File: src/lbd_consts.svh
// Register offsets, field positions, reset values and timing counts of the dimming control block
`ifndef LBD_CONSTS_SVH
`define LBD_CONSTS_SVH

`define LBD_REG_FAULT          8'h00
`define LBD_REG_CTRL           8'h01
`define LBD_REG_LEVEL          8'h02
`define LBD_REG_DUTY_HI        8'h03
`define LBD_REG_DUTY_LO        8'h04
`define LBD_REG_RATE           8'h05
`define LBD_REG_PLL_TOP        8'h06
`define LBD_REG_PLL_MID        8'h07
`define LBD_REG_PLL_BOT        8'h08

`define LBD_FLT_CLEAR          7
`define LBD_FLT_SHORT          5
`define LBD_FLT_OPEN           4
`define LBD_FLT_SYNC           3
`define LBD_FLT_OTEMP          2
`define LBD_FLT_OVOLT          1
`define LBD_FLT_ANY            0

`define LBD_CTL_WIN_HI         7
`define LBD_CTL_WIN_LO         6
`define LBD_CTL_FAST           5
`define LBD_CTL_STRING_FAULT_CHECK_ENABLE         4
`define LBD_CTL_SYNC_EN        3
`define LBD_CTL_STAGGER        2
`define LBD_CTL_INT_DUTY       1
`define LBD_CTL_INT_PWM        0

`define LBD_RST_CTRL           8'hB5
`define LBD_RST_LEVEL          8'h1F
`define LBD_RST_DUTY_HI        8'h00
`define LBD_RST_DUTY_LO        8'h00
`define LBD_RST_RATE           8'h00
`define LBD_RST_PLL_TOP        8'h00
`define LBD_RST_PLL_MID        8'h00
`define LBD_RST_PLL_BOT        8'h08

`define LBD_I2C_ADDR           7'h2F

`define LBD_CLK_MHZ            125
`define LBD_SYS_MHZ            10
`define LBD_OVP_MASK_US        32
`define LBD_OVP_MASK_CYC       (`LBD_OVP_MASK_US * `LBD_CLK_MHZ)
`define LBD_SYS_DIV            ((`LBD_CLK_MHZ + `LBD_SYS_MHZ - 1) / `LBD_SYS_MHZ)

`endif

File: src/lbd_pkg.sv
// Types shared by the dimming control block
package lbd_pkg;
    typedef enum logic [2:0] {
        LBD_IDLE  = 3'b000,
        LBD_ADDR  = 3'b001,
        LBD_AACK  = 3'b011,
        LBD_RXB   = 3'b010,
        LBD_RACK  = 3'b110,
        LBD_TXB   = 3'b111,
        LBD_TACK  = 3'b101
    } lbd_i2c_state_type;
endpackage : lbd_pkg

File: src/lbd_dimming_ctrl.sv
// Top of the backlight dimming control: I2C register slave, fault flags, duty filter, PWM
//
// Functional notes
// - Clear bit clears latches, masks over-voltage
// - Bit 5 reports string short fault
// - Bit 4 reports string open fault
// - Bit 3 reports sync signal present
// - Bit 2 reports over-temperature fault
// - Bit 1 reports over-voltage fault
// - Bit 0 is OR of faults
// - Input duty replaced after two out-of-window samples
// - Fast bit picks 9 or 10-bit rate
// - Open/short checked only when enabled
// - Sync enable lets lock loop track
// - Stagger phases per string, internal mode only
// - Duty source: measured or register, internal only
// - Internal bit selects oscillator, enables loop
// - Analog level code drives current DAC
// - Duty is 10 bits over two registers
// - Lock loop divider is 18 bits
// - Write: address, index, one data byte
// - Read returns previously indexed register
`timescale 1ns/1ps
`include "lbd_consts.svh"
module lbd_dimming_ctrl #(
    parameter int STRINGS      = 8,
    parameter int OVP_MASK_CYC = `LBD_OVP_MASK_CYC
) (
    input  wire logic               clk_i,
    input  wire logic               arst_n_i,
    input  wire logic               scl_i,
    input  wire logic               sda_i,
    output logic                    sda_oe_o,
    input  wire logic               duty_input_pin_i,
    input  wire logic               sync_i,
    input  wire logic               short_det_i,
    input  wire logic               open_det_i,
    input  wire logic               otemp_det_i,
    input  wire logic               ovolt_det_i,
    output logic [STRINGS-1:0]      string_pwm_o,
    output logic [4:0]              analog_level_code_o,
    output logic                    lock_loop_enable_o,
    output logic                    lock_loop_track_o,
    output logic [17:0]             lock_loop_divider_o
);
    import lbd_pkg::*;

    // ----------------------------------------------------------------
    // Input synchronisers
    // ----------------------------------------------------------------
    logic [7:0] raw_s;
    logic       scl_s, sda_s, duty_input_pin_s, sync_s, shrt_s, open_s, otmp_s, ovlt_s;

    lbd_sync2 #(.WIDTH(8)) u_sync (
        .clk_i    (clk_i),
        .arst_n_i (arst_n_i),
        .async_i  ({scl_i, sda_i, duty_input_pin_i, sync_i,
                    short_det_i, open_det_i, otemp_det_i, ovolt_det_i}),
        .sync_o   (raw_s)
    );
    assign {scl_s, sda_s, duty_input_pin_s, sync_s, shrt_s, open_s, otmp_s, ovlt_s} = raw_s;

    // ----------------------------------------------------------------
    // Registers and I2C slave
    // ----------------------------------------------------------------
    logic [7:0]  ctrl_r, ctrl_nxt, lvl_r, lvl_nxt, dhi_r, dhi_nxt, dlo_r, dlo_nxt;
    logic [7:0]  rate_r, rate_nxt, ptop_r, ptop_nxt, pmid_r, pmid_nxt, pbot_r, pbot_nxt;
    logic [7:0]  idx_r, idx_nxt, sh_r, sh_nxt;
    logic [3:0]  bit_r, bit_nxt;
    logic        scl_d_r, sda_d_r, rd_r, rd_nxt, first_r, first_nxt, oe_nxt;
    logic        clr_nxt, clr_r;
    lbd_i2c_state_type st_r, st_nxt;
    logic [7:0]  flt_rd;
    logic        start_c, stop_c, rise_c, fall_c;

    function automatic logic [7:0] rd_reg(input logic [7:0] a, input logic [7:0] f,
                                          input logic [7:0] c, input logic [7:0] l,
                                          input logic [7:0] h, input logic [7:0] o,
                                          input logic [7:0] r, input logic [7:0] t,
                                          input logic [7:0] m, input logic [7:0] b);
        if (a == `LBD_REG_FAULT)        rd_reg = f;
        else if (a == `LBD_REG_CTRL)    rd_reg = c;
        else if (a == `LBD_REG_LEVEL)   rd_reg = {3'h0, l[4:0]};
        else if (a == `LBD_REG_DUTY_HI) rd_reg = {6'h00, h[1:0]};
        else if (a == `LBD_REG_DUTY_LO) rd_reg = o;
        else if (a == `LBD_REG_RATE)    rd_reg = r;
        else if (a == `LBD_REG_PLL_TOP) rd_reg = {6'h00, t[1:0]};
        else if (a == `LBD_REG_PLL_MID) rd_reg = m;
        else if (a == `LBD_REG_PLL_BOT) rd_reg = b;
        else                            rd_reg = 8'h00;
    endfunction : rd_reg

    assign start_c = scl_s && scl_d_r && sda_d_r && !sda_s;
    assign stop_c  = scl_s && scl_d_r && !sda_d_r && sda_s;
    assign rise_c  = scl_s && !scl_d_r;
    assign fall_c  = !scl_s && scl_d_r;

    always_comb begin
        st_nxt = st_r; bit_nxt = bit_r; sh_nxt = sh_r; idx_nxt = idx_r;
        rd_nxt = rd_r; first_nxt = first_r; oe_nxt = sda_oe_o; clr_nxt = 1'b0;
        ctrl_nxt = ctrl_r; lvl_nxt = lvl_r; dhi_nxt = dhi_r; dlo_nxt = dlo_r;
        rate_nxt = rate_r; ptop_nxt = ptop_r; pmid_nxt = pmid_r; pbot_nxt = pbot_r;
        if (start_c) begin
            st_nxt = LBD_ADDR; bit_nxt = 4'h0; oe_nxt = 1'b0;
        end else if (stop_c) begin
            st_nxt = LBD_IDLE; oe_nxt = 1'b0;
        end else begin
            case (st_r)
                LBD_ADDR: begin
                    if (rise_c) begin
                        sh_nxt = {sh_r[6:0], sda_s};
                        bit_nxt = bit_r + 4'h1;
                    end else if (fall_c && bit_r == 4'h8) begin
                        if (sh_r[7:1] == `LBD_I2C_ADDR) begin
                            oe_nxt = 1'b1; rd_nxt = sh_r[0]; first_nxt = 1'b1;
                            st_nxt = LBD_AACK;
                        end else begin
                            st_nxt = LBD_IDLE;
                        end
                    end
                end
                LBD_AACK, LBD_RACK: begin
                    if (fall_c) begin
                        bit_nxt = 4'h0;
                        if (rd_r) begin
                            // Register read from the stored index, no increment
                            sh_nxt = rd_reg(idx_r, flt_rd, ctrl_r, lvl_r, dhi_r, dlo_r,
                                            rate_r, ptop_r, pmid_r, pbot_r);
                            oe_nxt = !sh_nxt[7];
                            st_nxt = LBD_TXB;
                        end else begin
                            oe_nxt = 1'b0; st_nxt = LBD_RXB;
                        end
                    end
                end
                LBD_RXB: begin
                    if (rise_c) begin
                        sh_nxt = {sh_r[6:0], sda_s};
                        bit_nxt = bit_r + 4'h1;
                    end else if (fall_c && bit_r == 4'h8) begin
                        oe_nxt = 1'b1; st_nxt = LBD_RACK; first_nxt = 1'b0;
                        if (first_r) begin
                            idx_nxt = sh_r;
                        end else if (idx_r == `LBD_REG_FAULT) begin
                            clr_nxt = sh_r[`LBD_FLT_CLEAR];
                        end else if (idx_r == `LBD_REG_CTRL)    ctrl_nxt = sh_r;
                        else if (idx_r == `LBD_REG_LEVEL)   lvl_nxt = sh_r;
                        else if (idx_r == `LBD_REG_DUTY_HI) dhi_nxt = sh_r;
                        else if (idx_r == `LBD_REG_DUTY_LO) dlo_nxt = sh_r;
                        else if (idx_r == `LBD_REG_RATE)    rate_nxt = sh_r;
                        else if (idx_r == `LBD_REG_PLL_TOP) ptop_nxt = sh_r;
                        else if (idx_r == `LBD_REG_PLL_MID) pmid_nxt = sh_r;
                        else if (idx_r == `LBD_REG_PLL_BOT) pbot_nxt = sh_r;
                    end
                end
                LBD_TXB: begin
                    if (fall_c) begin
                        bit_nxt = bit_r + 4'h1;
                        sh_nxt = {sh_r[6:0], 1'b0};
                        if (bit_r == 4'h7) begin
                            oe_nxt = 1'b0; st_nxt = LBD_TACK;
                        end else begin
                            oe_nxt = !sh_r[6];
                        end
                    end
                end
                LBD_TACK: begin
                    // A master NACK ends the read; wait for stop
                    if (rise_c) st_nxt = sda_s ? LBD_IDLE : LBD_RACK;
                end
                default: st_nxt = LBD_IDLE;
            endcase
        end
    end

    always_ff @(posedge clk_i or negedge arst_n_i) begin
        if (!arst_n_i) begin
            st_r <= LBD_IDLE; bit_r <= 4'h0; sh_r <= 8'h00; idx_r <= 8'h00;
            rd_r <= 1'b0; first_r <= 1'b0; sda_oe_o <= 1'b0; clr_r <= 1'b0;
            scl_d_r <= 1'b1; sda_d_r <= 1'b1;
            ctrl_r <= `LBD_RST_CTRL; lvl_r <= `LBD_RST_LEVEL;
            dhi_r <= `LBD_RST_DUTY_HI; dlo_r <= `LBD_RST_DUTY_LO; rate_r <= `LBD_RST_RATE;
            ptop_r <= `LBD_RST_PLL_TOP; pmid_r <= `LBD_RST_PLL_MID; pbot_r <= `LBD_RST_PLL_BOT;
        end else begin
            st_r <= st_nxt; bit_r <= bit_nxt; sh_r <= sh_nxt; idx_r <= idx_nxt;
            rd_r <= rd_nxt; first_r <= first_nxt; sda_oe_o <= oe_nxt; clr_r <= clr_nxt;
            scl_d_r <= scl_s; sda_d_r <= sda_s;
            ctrl_r <= ctrl_nxt; lvl_r <= lvl_nxt; dhi_r <= dhi_nxt; dlo_r <= dlo_nxt;
            rate_r <= rate_nxt; ptop_r <= ptop_nxt; pmid_r <= pmid_nxt; pbot_r <= pbot_nxt;
        end
    end

    // ----------------------------------------------------------------
    // Fault flags
    // ----------------------------------------------------------------
    logic        shrt_r, shrt_nxt, open_r, open_nxt, otmp_r, otmp_nxt, ovlt_r, ovlt_nxt;
    logic [15:0] mask_r, mask_nxt;
    logic        syn_r, syn_nxt;
    logic [15:0] syn_age_r, syn_age_nxt;
    logic        sync_d_r;

    always_comb begin
        // Detection wins over a clear in the same cycle, except over-voltage, which the clear hides
        shrt_nxt = (shrt_r && !clr_r) || (shrt_s && ctrl_r[`LBD_CTL_STRING_FAULT_CHECK_ENABLE]);
        open_nxt = (open_r && !clr_r) || (open_s && ctrl_r[`LBD_CTL_STRING_FAULT_CHECK_ENABLE]);
        otmp_nxt = (otmp_r && !clr_r) || otmp_s;
        mask_nxt = clr_r ? 16'(OVP_MASK_CYC) : (mask_r != 16'h0000 ? mask_r - 16'h0001 : mask_r);
        ovlt_nxt = ovlt_s && (mask_r == 16'h0000) && !clr_r;
        // Sync counts as present while edges keep arriving within 64K cycles
        syn_age_nxt = (sync_s != sync_d_r) ? 16'h0000 :
                      (syn_age_r != 16'hFFFF ? syn_age_r + 16'h0001 : syn_age_r);
        syn_nxt = (syn_age_nxt != 16'hFFFF) && (sync_s != sync_d_r || syn_r);
        flt_rd = {2'b00, shrt_r, open_r, syn_r, otmp_r, ovlt_r,
                  shrt_r | open_r | otmp_r | ovlt_r};
    end

    always_ff @(posedge clk_i or negedge arst_n_i) begin
        if (!arst_n_i) begin
            shrt_r <= 1'b0; open_r <= 1'b0; otmp_r <= 1'b0; ovlt_r <= 1'b0;
            mask_r <= 16'h0000; syn_r <= 1'b0; syn_age_r <= 16'hFFFF; sync_d_r <= 1'b0;
        end else begin
            shrt_r <= shrt_nxt; open_r <= open_nxt; otmp_r <= otmp_nxt; ovlt_r <= ovlt_nxt;
            mask_r <= mask_nxt; syn_r <= syn_nxt; syn_age_r <= syn_age_nxt; sync_d_r <= sync_s;
        end
    end

    // ----------------------------------------------------------------
    // Duty measurement and deviation window
    // ----------------------------------------------------------------
    logic [3:0]  tdiv_r, tdiv_nxt;
    logic        tick;
    logic [9:0]  hi_r, hi_nxt, per_r, per_nxt, saved_r, saved_nxt;
    logic        pin_d_r, miss_r, miss_nxt;
    logic [9:0]  meas, dev, win, duty_sel;

    assign tick = (tdiv_r == 4'(`LBD_SYS_DIV - 1));

    always_comb begin
        tdiv_nxt = tick ? 4'h0 : tdiv_r + 4'h1;
        hi_nxt = hi_r; per_nxt = per_r; saved_nxt = saved_r; miss_nxt = miss_r;
        // Coarse 10-bit duty: high time over period, saturated
        meas = (per_r == 10'h000) ? 10'h000 :
               10'(({10'h000, hi_r} * 20'd1023) / {10'h000, per_r});
        dev  = (meas > saved_r) ? meas - saved_r : saved_r - meas;
        win  = {8'h00, ctrl_r[`LBD_CTL_WIN_HI:`LBD_CTL_WIN_LO]};
        if (duty_input_pin_s && !pin_d_r) begin
            if (dev > win) begin
                if (miss_r) saved_nxt = meas;
                miss_nxt = !miss_r;
            end else begin
                miss_nxt = 1'b0;
            end
            hi_nxt = 10'h000; per_nxt = 10'h000;
        end else if (tick) begin
            if (per_r != 10'h3FF) per_nxt = per_r + 10'h001;
            if (duty_input_pin_s && hi_r != 10'h3FF) hi_nxt = hi_r + 10'h001;
        end
        duty_sel = ctrl_r[`LBD_CTL_INT_DUTY] ? {dhi_r[1:0], dlo_r} : saved_r;
    end

    always_ff @(posedge clk_i or negedge arst_n_i) begin
        if (!arst_n_i) begin
            tdiv_r <= 4'h0; hi_r <= 10'h000; per_r <= 10'h000; saved_r <= 10'h000;
            pin_d_r <= 1'b0; miss_r <= 1'b0;
        end else begin
            tdiv_r <= tdiv_nxt; hi_r <= hi_nxt; per_r <= per_nxt; saved_r <= saved_nxt;
            pin_d_r <= duty_input_pin_s; miss_r <= miss_nxt;
        end
    end

    // ----------------------------------------------------------------
    // PWM generation and outputs
    // ----------------------------------------------------------------
    logic [STRINGS-1:0] int_pwm;

    lbd_pwm #(.STRINGS(STRINGS)) u_pwm (
        .clk_i     (clk_i),
        .arst_n_i  (arst_n_i),
        .tick_i    (tick),
        .fast_i    (ctrl_r[`LBD_CTL_FAST]),
        .stagger_i (ctrl_r[`LBD_CTL_STAGGER]),
        .rate_i    (rate_r),
        .duty_i    (duty_sel),
        .pwm_o     (int_pwm)
    );

    always_ff @(posedge clk_i or negedge arst_n_i) begin
        if (!arst_n_i) begin
            string_pwm_o        <= '0;
            analog_level_code_o <= 5'h00;
            lock_loop_enable_o  <= 1'b0;
            lock_loop_track_o   <= 1'b0;
            lock_loop_divider_o <= 18'h00000;
        end else begin
            string_pwm_o <= ctrl_r[`LBD_CTL_INT_PWM] ? int_pwm : {STRINGS{duty_input_pin_s}};
            analog_level_code_o <= lvl_r[4:0];
            lock_loop_enable_o  <= ctrl_r[`LBD_CTL_INT_PWM];
            lock_loop_track_o   <= ctrl_r[`LBD_CTL_INT_PWM] && ctrl_r[`LBD_CTL_SYNC_EN];
            lock_loop_divider_o <= {ptop_r[1:0], pmid_r, pbot_r};
        end
    end
endmodule : lbd_dimming_ctrl

File: src/lbd_sync2.sv
// Two flip-flop synchroniser for a bundle of asynchronous levels
`timescale 1ns/1ps
module lbd_sync2 #(
    parameter int WIDTH = 1
) (
    input  wire logic             clk_i,
    input  wire logic             arst_n_i,
    input  wire logic [WIDTH-1:0] async_i,
    output logic      [WIDTH-1:0] sync_o
);
    logic [WIDTH-1:0] meta_r;

    always_ff @(posedge clk_i or negedge arst_n_i) begin
        if (!arst_n_i) begin
            meta_r <= '0;
            sync_o <= '0;
        end else begin
            meta_r <= async_i;
            sync_o <= meta_r;
        end
    end
endmodule : lbd_sync2

File: src/lbd_pwm.sv
// Internal PWM counter with 9/10-bit resolution, rate divider and stagger per string
`timescale 1ns/1ps
`include "lbd_consts.svh"
module lbd_pwm #(
    parameter int STRINGS = 8
) (
    input  wire logic               clk_i,
    input  wire logic               arst_n_i,
    input  wire logic               tick_i,
    input  wire logic               fast_i,
    input  wire logic               stagger_i,
    input  wire logic [7:0]         rate_i,
    input  wire logic [9:0]         duty_i,
    output logic      [STRINGS-1:0] pwm_o
);
    import lbd_pkg::*;
    logic [7:0]         pre_r, pre_nxt;
    logic [9:0]         cnt_r, cnt_nxt;
    logic [STRINGS-1:0] pwm_nxt;
    logic [9:0]         top;
    logic [9:0]         ph;
    logic [9:0]         lvl;

    always_comb begin
        top     = fast_i ? 10'h1FF : 10'h3FF;
        lvl     = fast_i ? {1'b0, duty_i[9:1]} : duty_i;
        pre_nxt = pre_r;
        cnt_nxt = cnt_r;
        pwm_nxt = pwm_o;
        if (tick_i) begin
            // Period is (2^bits) x (rate + 1) system ticks
            if (pre_r >= rate_i) begin
                pre_nxt = 8'h00;
                cnt_nxt = (cnt_r >= top) ? 10'h000 : cnt_r + 10'h001;
            end else begin
                pre_nxt = pre_r + 8'h01;
            end
        end
        for (int s = 0; s < STRINGS; s++) begin
            // With stagger_i set, each string offset from the one before by one STRINGS-th of the period (one eighth for 8 strings)
            ph = stagger_i ? ((cnt_r + 10'((s * (int'(top) + 1)) / STRINGS)) & top) : cnt_r;
            pwm_nxt[s] = (duty_i == 10'h3FF) ? 1'b1 : (ph < lvl);
        end
    end

    always_ff @(posedge clk_i or negedge arst_n_i) begin
        if (!arst_n_i) begin
            pre_r <= 8'h00;
            cnt_r <= 10'h000;
            pwm_o <= '0;
        end else begin
            pre_r <= pre_nxt;
            cnt_r <= cnt_nxt;
            pwm_o <= pwm_nxt;
        end
    end
endmodule : lbd_pwm

File: config.mk
export PLATFORM = sky130hd
export DESIGN_NAME = lbd_dimming_ctrl
export DESIGN_NICKNAME = d
export VERILOG_FILES = /design/src/lbd_pkg.sv /design/src/lbd_dimming_ctrl.sv /design/src/lbd_sync2.sv /design/src/lbd_pwm.sv
export VERILOG_INCLUDE_DIRS = /design/src
export SDC_FILE = /design/constraint.sdc
export NUM_CORES = 1
export LEC_CHECK = 0
export ABC_AREA = 1
export BUFFER_PORTS_ARGS = -buffer_cell sky130_fd_sc_hd__buf_2
export CORE_UTILIZATION = 35
export DETAILED_ROUTE_END_ITERATION = 10
export GPL_ROUTABILITY_DRIVEN = 0
export PLACE_DENSITY = 0.56
export SYNTH_ARGS = -nofsm -noshare
export SYNTH_HDL_FRONTEND = slang
export SYNTH_SLANG_ARGS = --single-unit
export TNS_END_PERCENT = 5
File: constraint.sdc
create_clock -name clk_i -period 61.8 [get_ports clk_i]
set_input_delay 9.27 -clock clk_i [delete_from_list [all_inputs] [get_ports clk_i]]
set_output_delay 9.27 -clock clk_i [all_outputs]
set_load 0.005 [all_outputs]
==> flow_metrics.env <==
export IMPL_async_reset_ff_frac=1.00
export IMPL_path_class="reg -> reg"
export IMPL_drv_slew=0
export IMPL_pin_count=44
export IMPL_grt_usage=0.174
export IMPL_wl_per_cell_um=14.1
export IMPL_status="finished, final reports clean"
export IMPL_setup_tns_ps=0
export IMPL_cpPeakStageDelay_ps=640
export IMPL_synth_edff_count=0
export IMPL_hpwl_um=44900
export IMPL_synthAdderAreaFrac=0.203
export IMPL_via_count=19700
export IMPL_core_area_um2=64300
export IMPL_worstPathArrival_ps=52030
export IMPL_avgSynthCellArea_um2=7.30
export IMPL_nFillCells=6706
export IMPL_clock_tree_root_cell="clkbuf_16"
export IMPL_gr_total_overflow=0
export IMPL_yosys_area_share_simple=0.244
export IMPL_cts_tree="yes"
export IMPL_layout_setup_ws_ps=10190
export IMPL_cts_resized=0
export IMPL_ys_seq_elements=227
export IMPL_slew_headroom=0.325
export IMPL_drt_total_wl_um=57000
export IMPL_synth_area_leader_cell="dfrtp_1"
export IMPL_rsz0062_at_grt="false"
export IMPL_final_cells=4039
export IMPL_fin_skew_ps=7.08
export IMPL_required_ps=62230
export IMPL_ctsHoldBuffers=0
export IMPL_synth_top_area_share=0.218
export IMPL_area_growth_pct=9.28
export IMPL_ys_flop_type="dfrtp_1"
export IMPL_synth_distinct_cells=64
export IMPL_cts_buffers_inserted=25
export IMPL_min_period_ps=51610
export IMPL_end_kind="register"
export IMPL_nets=3515
export IMPL_synth_seq_area_share=0.251
export IMPL_synth_top_family_by_area="simple AND/OR/NAND/NOR gates"
export IMPL_portBuffers=43
export IMPL_synthTopCellsByArea="dfrtp_1, ha_1, nand2_1, inv_1, o21ai_0"
export IMPL_antenna_cells=0
export IMPL_drtIter0Drc=1012
export IMPL_final_antenna_net_count=0
export IMPL_crit_path_start_kind="register"
export IMPL_cts_sinks=227
export IMPL_hold_class="reg -> reg"
export IMPL_synth_compound_area_frac=0.154
export IMPL_dr_pass1_iters=5
export IMPL_cts_htree_levels=1
export IMPL_seqCellArea_um2=5720
export IMPL_synthMuxAreaShare=0.00132
export IMPL_postCtsSetupBuffers=0
export IMPL_placedCellCount=3993
export IMPL_synth_xor_area_frac=0.0515
export IMPL_crit_top_cell="nand2_1"
export IMPL_final_common_cell="nand2_1"
export IMPL_finalHoldViolCount=0
export IMPL_clk_pin_slew_ps=60
export IMPL_dieArea_um2=66000
export IMPL_antenna_found_initial=0
export IMPL_drc=0
export IMPL_clock_fmax_mhz=19.4
export IMPL_grt_pass1_wl_um=96500
export IMPL_setup_viol=0
export IMPL_multi_input_area_um2=14900
export IMPL_period_share=0.835
export IMPL_tightest_slew_ps=1010
export IMPL_synth_nets=3468
export IMPL_insertion_delay_ps=550
export IMPL_final_cell_mix="nand2_1, inv_1, ha_1"
export IMPL_crit_path_max_fanout=17
export IMPL_dp_worst_setup_slack_ps=10320
export IMPL_yosysWarnings=0
export IMPL_syn_inst=3118
export IMPL_fp_dieW_um=257
export IMPL_drv_cap=0
export IMPL_vias_per_cell=4.87
export IMPL_synth_area_um2=22800
export IMPL_drive_gt1_frac=0.0769
export IMPL_row_count=93
export IMPL_grt_pass1_vias=19400
export IMPL_grt_max_degree=87
export IMPL_clockBufferDepth=3
export IMPL_start_util=0.354
export IMPL_critical_path_slowest_cell="o21ai_1"
export IMPL_die_h_um=257
==> area by class of cell <==
cell class	instances	area share
tap	855	0.0430
inverter	526	0.0794
clock buffer	39	0.0297
clock inverter	7	0.00518
sequential	227	0.230
multi-input combinational	2326	0.599
timing repair buffer	59	0.0139
==> final timing paths <==
check | startpoint | endpoint | slack, ps | depth (start not counted)
max in group asynchronous | arst_n_i | lock_loop_divider_o[16] | 51610 | 2
min in group asynchronous | arst_n_i | bit_r[1] | 8700 | 1
setup reg to reg | hi_r[3] | saved_r[3] | 10190 | 325
hold reg to reg | u_sync.meta_r[1] | u_sync.sync_o[1] | 350 | 0
setup / recovery | hi_r[3] | saved_r[3] | 10190 | 325
hold / removal | u_sync.meta_r[1] | u_sync.sync_o[1] | 350 | 0
==> worst max-delay path, delay by kind of cell (launching register included) <==
kind	cells	cell delay (ps)
and+or+nand+nor	117	13000
adders and majority gates	29	10170
DFF	1	550
xor gates and xnor gates	1	190
buffers and inverters	62	6960
AOI/OAI and AO/OA	116	20570
==> sequential cells by signal, summed over array words and instances (netlist names), 10 cells and up <==
register	flops
per_r	10
hi_r	10
syn_age_r	16
u_pwm.cnt_r	10
mask_r	16
saved_r	10
lock_loop_divider_o	18
==> layer usage <==
metal  up-vias  GRT usage  routed length, um
met4         0     0.0408               1340
met5         -          0                  0
met2       293      0.301              26800
met3        79     0.0173               1660
li1      10400          -                  -
met1      8944      0.233              27200
==> cells by family (layout without fill, tap and decap cells) <==
group | after synthesis | count (layout)
multiplexers | 3 | 3
XOR/XNOR | 132 | 132
buffers and inverters | 565 | 631
adder cells (fa/ha/maj) | 340 | 340
AND/OR/NAND/NOR | 1234 | 1234
AO/OA/AOI/OAI | 617 | 617
flip-flops | 227 | 227
==> cell usage after synthesis (25+ instances only) <==
library cell,instances
a21oi_1,169
clkbuf_1,32
dfrtp_1,198
dfstp_2,29
fa_1,48
ha_1,292
inv_1,494
inv_2,25
nand2_1,659
nand3_1,140
nand4_1,41
nor2_1,218
nor3_1,57
o21ai_0,271
o21bai_1,33
xnor2_1,48
xor2_1,82
==> per-stage QoR <==
| step | hold slack (ps) | cell area (um^2) | utilization |
|---|---|---|---|
| after CTS | 349 | 24900 | 0.386 |
| after global placement | 331 | 24000 | 0.373 |
| final | 346 | 24900 | 0.386 |
| after global routing | 354 | 24900 | 0.386 |
| after floorplan | 331 | 22800 | - |
| after detailed placement | 335 | 24000 | 0.373 |
Power is not shown: default switching activity piles up to over one toggle a cycle in this logic, so the estimate is an artifact.
